## config.mk

```make
export PLATFORM = sky130hd
export DESIGN_NAME = iaem_matcher
export DESIGN_NICKNAME = d
export VERILOG_FILES = /design/src/inc/iaem_pkg.sv /design/src/design/iaem_matcher.sv
export SDC_FILE = /design/constraint.sdc
export NUM_CORES = 1
export LEC_CHECK = 0
export BUFFER_PORTS_ARGS = -buffer_cell sky130_fd_sc_hd__buf_2
export CORE_UTILIZATION = 55
export DETAILED_ROUTE_END_ITERATION = 8
export GPL_TIMING_DRIVEN = 1
export PLACE_DENSITY_LB_ADDON = 0.05
export SETUP_SLACK_MARGIN = 0.4
export SLEW_MARGIN = 15
export SYNTH_ARGS = -nofsm -noshare
export SYNTH_HDL_FRONTEND = slang
export SYNTH_SLANG_ARGS = --single-unit
```

## constraint.sdc

```tcl
create_clock -name i_core_clk -period 7.2 [get_ports i_core_clk]
set_clock_uncertainty 0.2 [all_clocks]
set_input_delay 0 -clock i_core_clk [delete_from_list [all_inputs] [get_ports i_core_clk]]
set_output_delay 0 -clock i_core_clk [all_outputs]
set_load 0.005 [all_outputs]
```

## src/inc/iaem_pkg.sv

```systemverilog
package iaem_pkg;

    // Register bus geometry
    localparam int ADDR_W = 8;
    localparam int DATA_W = 32;

    // Register byte offsets
    localparam logic [7:0] OFS_CTRL     = 8'h00;
    localparam logic [7:0] OFS_PROTO    = 8'h04;
    localparam logic [7:0] OFS_SRC_ADDR = 8'h08;
    localparam logic [7:0] OFS_SRC_MASK = 8'h0c;
    localparam logic [7:0] OFS_DST_ADDR = 8'h10;
    localparam logic [7:0] OFS_DST_MASK = 8'h14;
    localparam logic [7:0] OFS_STATUS   = 8'h18;

    // Field widths and positions
    localparam int CTRL_W         = 14;
    localparam int STAT_HIT_BIT   = 0;
    localparam int STAT_VALID_BIT = 1;
    localparam int STAT_CNT_LSB   = 16;
    localparam int CNT_W          = 16;

    // Reset values
    localparam logic [31:0] RST_ADDR = 32'h0000_0000;
    localparam logic [31:0] RST_MASK = 32'hffff_ffff;
    localparam logic [7:0]  RST_PROTO = 8'h00;

    // Standard IPv4 protocol numbers
    localparam logic [7:0] IPPROTO_ICMP = 8'h01;
    localparam logic [7:0] IPPROTO_TCP  = 8'h06;
    localparam logic [7:0] IPPROTO_UDP  = 8'h11;

    // Extra-criteria enable bit positions
    localparam int L4_ICMP = 0;
    localparam int L4_UDP  = 1;
    localparam int L4_TCP  = 2;

    typedef enum logic [2:0] {PROTO_ANY, PROTO_SPEC, PROTO_ICMP, PROTO_UDP, PROTO_TCP} iaem_proto_e;
    typedef enum logic [1:0] {TRI_ANY, TRI_NO, TRI_YES, TRI_RSVD} iaem_tri_e;
    typedef enum logic [1:0] {ADDR_ANY, ADDR_HOST, ADDR_NET, ADDR_RSVD} iaem_addr_e;

    // Control register layout, bit 0 upward: ipv4_sel, proto, ttl, frag, opt, src, dst
    typedef struct packed {
        iaem_addr_e  dst_sel;
        iaem_addr_e  src_sel;
        iaem_tri_e   opt_sel;
        iaem_tri_e   frag_sel;
        iaem_tri_e   ttl_sel;
        iaem_proto_e proto_sel;
        logic        ipv4_sel;
    } iaem_ctrl_s;

    localparam logic [CTRL_W-1:0] RST_CTRL = 14'h0000;

    typedef struct packed {
        logic [7:0]  addr;
        logic [31:0] wdata;
        logic        wr;
        logic        rd;
    } iaem_bus_s;

    typedef struct packed {
        logic        valid;
        logic        is_ipv4;
        logic [7:0]  proto;
        logic [7:0]  ttl;
        logic        more_frag;
        logic [12:0] frag_off;
        logic        has_opts;
        logic [31:0] src;
        logic [31:0] dst;
    } iaem_frame_s;

    typedef struct packed {
        iaem_ctrl_s       ctrl;
        logic [7:0]       proto_val;
        logic [31:0]      src_addr;
        logic [31:0]      src_mask;
        logic [31:0]      dst_addr;
        logic [31:0]      dst_mask;
        logic [31:0]      rdata;
        logic             hit_valid;
        logic             hit;
        logic [2:0]       l4_en;
        logic [CNT_W-1:0] hit_cnt;
    } iaem_state_s;

endpackage

```

## src/design/iaem_matcher.sv

```systemverilog
// Added by the designer: strobed register access and the register addresses.
`timescale 1ns/1ps
module iaem_matcher (
    input  wire logic                  i_core_clk,   // System clock, 40 MHz
    input  wire logic                  i_reset_n,    // Async reset, active low
    input  wire logic                  i_clk_en,     // Freezes all state when low
    input  wire iaem_pkg::iaem_bus_s   i_bus,        // Register bus request
    output logic [iaem_pkg::DATA_W-1:0] o_rdata,     // Read data, cycle after read
    input  wire iaem_pkg::iaem_frame_s i_frame,      // Parsed header from parser
    output logic                       o_hit_valid,  // Result strobe
    output logic                       o_hit,        // Entry hit
    output logic [2:0]                 o_l4_en       // ICMP/UDP/TCP extra criteria on
);
    import iaem_pkg::*;

    iaem_state_s st_r;
    iaem_state_s st_nxt;
    logic        hit_eval;
    logic        fire;
    logic        ipv4_act;

    // Three-way criterion; reserved code never matches so a bad setting fails safe
    function automatic logic tri_ok(input iaem_tri_e sel, input logic cond);
        case (sel)
            TRI_ANY: tri_ok = 1'b1;
            TRI_NO:  tri_ok = !cond;
            TRI_YES: tri_ok = cond;
            default: tri_ok = 1'b0;
        endcase
    endfunction

    // Address filter, shared by source and destination
    function automatic logic addr_ok(input iaem_addr_e sel, input logic [31:0] frm,
                                     input logic [31:0] cfg, input logic [31:0] mask);
        case (sel)
            ADDR_ANY:  addr_ok = 1'b1;
            ADDR_HOST: addr_ok = (frm == cfg);
            ADDR_NET:  addr_ok = ((frm ^ cfg) & mask) == 32'h0000_0000;
            default:   addr_ok = 1'b0;
        endcase
    endfunction

    // Protocol selector
    function automatic logic proto_ok(input iaem_proto_e sel, input logic [7:0] prot,
                                      input logic [7:0] val);
        case (sel)
            PROTO_ANY:  proto_ok = 1'b1;
            PROTO_SPEC: proto_ok = (prot == val);
            PROTO_ICMP: proto_ok = (prot == IPPROTO_ICMP);
            PROTO_UDP:  proto_ok = (prot == IPPROTO_UDP);
            PROTO_TCP:  proto_ok = (prot == IPPROTO_TCP);
            default:    proto_ok = 1'b0;
        endcase
    endfunction

    // Extra-criteria enables follow the protocol selector
    function automatic logic [2:0] l4_calc(input iaem_proto_e sel);
        logic [2:0] v;
        v = 3'h0;
        v[L4_ICMP] = (sel == PROTO_ICMP);
        v[L4_UDP]  = (sel == PROTO_UDP);
        v[L4_TCP]  = (sel == PROTO_TCP);
        l4_calc = v;
    endfunction

    // A frame offered while the clock enable is low is not taken; the parser must hold it
    assign fire     = i_clk_en && i_frame.valid;
    assign ipv4_act = fire && st_r.ctrl.ipv4_sel;

    // Match decision for the frame presented this cycle
    always_comb begin
        if (!st_r.ctrl.ipv4_sel) begin
            hit_eval = 1'b1;
        end else begin
            hit_eval = i_frame.is_ipv4
                && proto_ok(st_r.ctrl.proto_sel, i_frame.proto, st_r.proto_val)
                && tri_ok(st_r.ctrl.ttl_sel, i_frame.ttl != 8'h00)
                && tri_ok(st_r.ctrl.frag_sel,
                          i_frame.more_frag || (i_frame.frag_off != 13'h0000))
                && tri_ok(st_r.ctrl.opt_sel, i_frame.has_opts)
                && addr_ok(st_r.ctrl.src_sel, i_frame.src, st_r.src_addr,
                           st_r.src_mask)
                && addr_ok(st_r.ctrl.dst_sel, i_frame.dst, st_r.dst_addr,
                           st_r.dst_mask);
        end
    end

    // Next state: register writes, read mux, result pipeline
    always_comb begin
        st_nxt = st_r;
        st_nxt.rdata = 32'h0000_0000;
        // Register writes; unmapped offsets change nothing
        if (i_bus.wr) begin
            case (i_bus.addr)
                OFS_CTRL:     st_nxt.ctrl = iaem_ctrl_s'(i_bus.wdata[CTRL_W-1:0]);
                OFS_PROTO:    st_nxt.proto_val = i_bus.wdata[7:0];
                OFS_SRC_ADDR: st_nxt.src_addr = i_bus.wdata;
                OFS_SRC_MASK: st_nxt.src_mask = i_bus.wdata;
                OFS_DST_ADDR: st_nxt.dst_addr = i_bus.wdata;
                OFS_DST_MASK: st_nxt.dst_mask = i_bus.wdata;
                OFS_STATUS:   st_nxt.hit_cnt = {CNT_W{1'b0}};
                default:      st_nxt.hit_cnt = st_r.hit_cnt;
            endcase
        end
        // Read mux; narrow registers read back zero-filled
        if (i_bus.rd) begin
            case (i_bus.addr)
                OFS_CTRL:     st_nxt.rdata = {{(DATA_W-CTRL_W){1'b0}}, st_r.ctrl};
                OFS_PROTO:    st_nxt.rdata = {24'h00_0000, st_r.proto_val};
                OFS_SRC_ADDR: st_nxt.rdata = st_r.src_addr;
                OFS_SRC_MASK: st_nxt.rdata = st_r.src_mask;
                OFS_DST_ADDR: st_nxt.rdata = st_r.dst_addr;
                OFS_DST_MASK: st_nxt.rdata = st_r.dst_mask;
                OFS_STATUS: begin
                    st_nxt.rdata[STAT_HIT_BIT] = st_r.hit;
                    st_nxt.rdata[STAT_VALID_BIT] = st_r.hit_valid;
                    st_nxt.rdata[STAT_CNT_LSB +: CNT_W] = st_r.hit_cnt;
                end
                default:      st_nxt.rdata = 32'h0000_0000;
            endcase
        end
        // Result holds between frames so software can inspect the last decision
        st_nxt.hit_valid = fire;
        if (fire) begin
            st_nxt.hit = hit_eval;
            st_nxt.l4_en = st_r.ctrl.ipv4_sel ? l4_calc(st_r.ctrl.proto_sel) : 3'h0;
            // A hit in the same cycle as a counter clear restarts the count at one
            if (hit_eval) begin
                st_nxt.hit_cnt = (i_bus.wr && i_bus.addr == OFS_STATUS) ?
                                 {{(CNT_W-1){1'b0}}, 1'b1} : CNT_W'(st_r.hit_cnt + 1'b1);
            end
        end
    end

    // State register; clock enable gates every bit including read data
    always_ff @(posedge i_core_clk or negedge i_reset_n) begin
        if (!i_reset_n) begin
            st_r           <= '0;
            st_r.ctrl      <= iaem_ctrl_s'(RST_CTRL);
            st_r.proto_val <= RST_PROTO;
            st_r.src_addr  <= RST_ADDR;
            st_r.src_mask  <= RST_MASK;
            st_r.dst_addr  <= RST_ADDR;
            st_r.dst_mask  <= RST_MASK;
        end else if (i_clk_en) begin
            st_r <= st_nxt;
        end
    end

    // Outputs straight from the state register
    assign o_rdata     = st_r.rdata;
    assign o_hit_valid = st_r.hit_valid;
    assign o_hit       = st_r.hit;
    assign o_l4_en     = st_r.l4_en;
endmodule

```

==> qor.yml <==
outcome:
  outcome: "completed"
setup_path:
  path_delay_family: "buffers and inverters"
  crit_required_ns: 7.42
  crit_slowest_cell: "nor2b_2"
  worstSetupEndpointType: "flip-flop"
  critPathLaunchType: "primary input"
  max_stage_delay_ns: 0.86
  cp.arrival_ns: 4.14
  crit_type: "in -> reg"
  critPathMaxFanout: 20
  cp_cell_sequence: "dlygate4sd3_1, buf_2, nor3_2, dlygate4sd3_1, buf_4, and2_1, nor2b_2, buf_4, mux2_2"
  critPathBufInv: 5
timing:
  worstMarginPinSlew_ns: 1.16
  finalCritPeriodShare: 0.544
  final.setup.tns_ns: 0
  rsz0062_at_grt: "no"
  hold_viol: 0
  fin_crit_ns: 3.92
  final_max_slew_viol_count: 0
  finalSetupViolations: 0
  slew_headroom: 0.222
  max_clock_freq_ghz: 0.255
power:
  power_density_mw_per_mm2: 223
  power.leakage_uw: 0.00608
  vdd_drop_max_uv: 155
die:
  io_pins: 179
  core_area_mm2: 0.0195
  fp.dieW_um: 143
  fp.dieH_um: 143
  start_util: 0.561
  die_area_mm2: 0.0204
  rows: 51
synthesis:
  synth_fp_nets: 1083
  async_reset_ff_frac: 1.00
  yosysUniqueCellTypes: 60
  synth_ff_type: "dfrtp_1"
  synth_top_area_frac: 0.319
  ys_warn_count: 0
  ys_seq_area_frac: 0.473
  syn_area_mm2: 0.0109
  synthTopCellsByArea: "dfrtp_1 32%, dfstp_2 15%, mux2_2 15%"
  synth.most_common_cell: "mux2_2"
  syn_area_per_cell_um2: 11.6
  synth_top_area_cell: "dfrtp_1"
  synth-edff-count: 0
  postSynthCellCount: 940
  synth_common_cells: "149 x mux2_2, 139 x dfrtp_1, 72 x nor2_1, 66 x xor2_1, 64 x dfstp_2"
  synth-seq-cells: 203
cts:
  clkLatencyLatePin_ns: 0.51
  clk_path_buf_depth: 3
  cts_tree: "yes"
  cts_sinks: 203
  ctsRootBufferMaster: "clkbuf_16"
  htreeDepth: 1
  clk_pin_slew_ns: 0.07
  cts_buffers: 22
grt:
  grt_use_met1: 0.477
  grt_overflow: 0
  antenna_found_initial: 0
  met2_usage: 0.529
  grt_pass1_vias: 8415
  track_usage: 0.336
  grt_pass1_wl_mm: 50.4
  grt_max_degree: 75
  grt_busiest_layer: "met2"
  use_met3: 0.0520
place:
  io_buffers: 178
  routabilityCongestion: 0.951
  detailedPlacementHpwl_mm: 24.0
finish:
  utilization: 0.670
  syn2layout_area_growth_pct: 19.5
  fill_cells: 1550
  diodes: 0
  regArea_mm2: 0.00516
  drive_gt1_frac: 0.416
  multi_input_area_mm2: 0.00527
  fin_nets: 1254
route:
  drtAntennaViolNets: 0
  wl_per_cell_um: 24.0
  drt_first_pass_iters: 5
  vias: 8544
  drt-initial-drc-count: 555
  wl_mm: 33.4
  via_per_inst: 6.14
  drc_errors: 0
worst_hold_path:
  worstHoldPathType: "in -> reg"
flow_run:
  drv_cap: 0
logic make-up after synthesis:
logic type | Yosys count | share of synthesized area
AOI/OAI and AO/OA | 169 | 0.122
xor gates and xnor gates | 70 | 0.0562
adders and majority gates | 1 | 0.00115
buffers and inverters | 97 | 0.0473
DFF | 203 | 0.473
muxes | 200 | 0.210
and+or+nand+nor | 200 | 0.0901
worst register-to-register path, cell delays in order (launching register included):
cell	delay, ns
dfrtp_1	0.40
xor2_1	0.23
nor4_1	0.64
nand4_1	0.19
o21ai_0	0.19
nand2b_1	0.16
a2111oi_4	0.57
a41oi_4	0.44
o311a_1	0.47
a221o_1	0.26
final cells by class:
| class | count | area share |
|---|---|---|
| clock buffers | 26 | 0.0458 |
| well taps | 265 | 0.0254 |
| clock inverters | 14 | 0.0153 |
| inverters | 10 | 0.00288 |
| multi-input cells | 640 | 0.404 |
| flip-flops and latches | 203 | 0.396 |
| repair buffers | 234 | 0.111 |
report_power, final:
group | leakage [uW] | total, uW | switching (uW) | internal [uW]
logic | 0.00316 | 396 | 227 | 170
clock network | 0.000399 | 1240 | 470 | 772
registers | 0.00252 | 1260 | 67.7 | 1200
total | 0.00608 | 2900 | 765 | 2140
path summary, 6_finish.rpt:
kind,start,end,slack (ns),cells after the start
setup / recovery,i_bus[41],st_r[130],3.28,9
hold / removal,i_frame[95],st_r[10],0.11,6
hold reg to reg,o_l4_en[2],o_l4_en[2],0.27,2
setup reg to reg,st_r[165],st_r[15],3.34,9
max in group asynchronous,i_reset_n,o_rdata[29],5.31,4
min in group asynchronous,i_reset_n,st_r[148],0.53,3
state kept, by name, indices dropped and copies added (netlist names):
| register | cells |
|---|---|
| o_hit | 1 |
| o_hit_valid | 1 |
| o_l4_en | 3 |
| o_rdata | 32 |
| st_r | 166 |
what timing repair did:
| action | 4_1_cts | 5_1_grt |
|---|---|---|
| setup buffers | 0 | 0 |
| resized for setup | 0 | 0 |
| hold buffers | 44 | 0 |
| endpoints found under the setup margin | 0 | 0 |
| endpoints found under the hold margin | 270 | 0 |
routing by layer:
metal	wire length (um)	share of wire
met1	15100	0.45
met2	15300	0.46
met3	2020	0.061
met4	1030	0.031
met5	0	0
cell usage in the layout, fill, tap and decap left out, drive strengths merged, types with 3 or more instances in the layout:
master / n
mux2i: 40
o32ai: 3
clkbuf: 27
mux2: 152
dfrtp: 139
nand2b: 3
or2: 4
nor2b: 3
clkinv: 9
dlygate4sd3: 43
nand3: 16
nand4: 15
nor3: 7
or3: 3
xor2: 66
o21ai: 15
xnor2: 4
dfstp: 64
a22o: 11
nor4: 24
bufinv: 5
inv: 10
a21oi: 35
nor2: 72
or4: 9
a22oi: 9
o211ai: 11
nand2: 37
a221oi: 31
mux4: 8
buf: 190
a31oi: 3
o2bb2ai: 32
metrics by stage:
stage	hold WS (ns)	setup WS [ns]	std cells	instance area, um2	power [uW]
global route	0.105	3.19	1392	13000	3010
global placement	-0.109	3.14	1308	11800	1650
floorplan	-0.496	4.17	940	10900	1480
finish	0.111	3.28	1392	13000	2900
detailed placement	-0.107	3.05	1308	11800	1650
CTS	0.0881	3.36	1392	13000	2910
No activity file was read; power rests on OpenSTA's default activity.
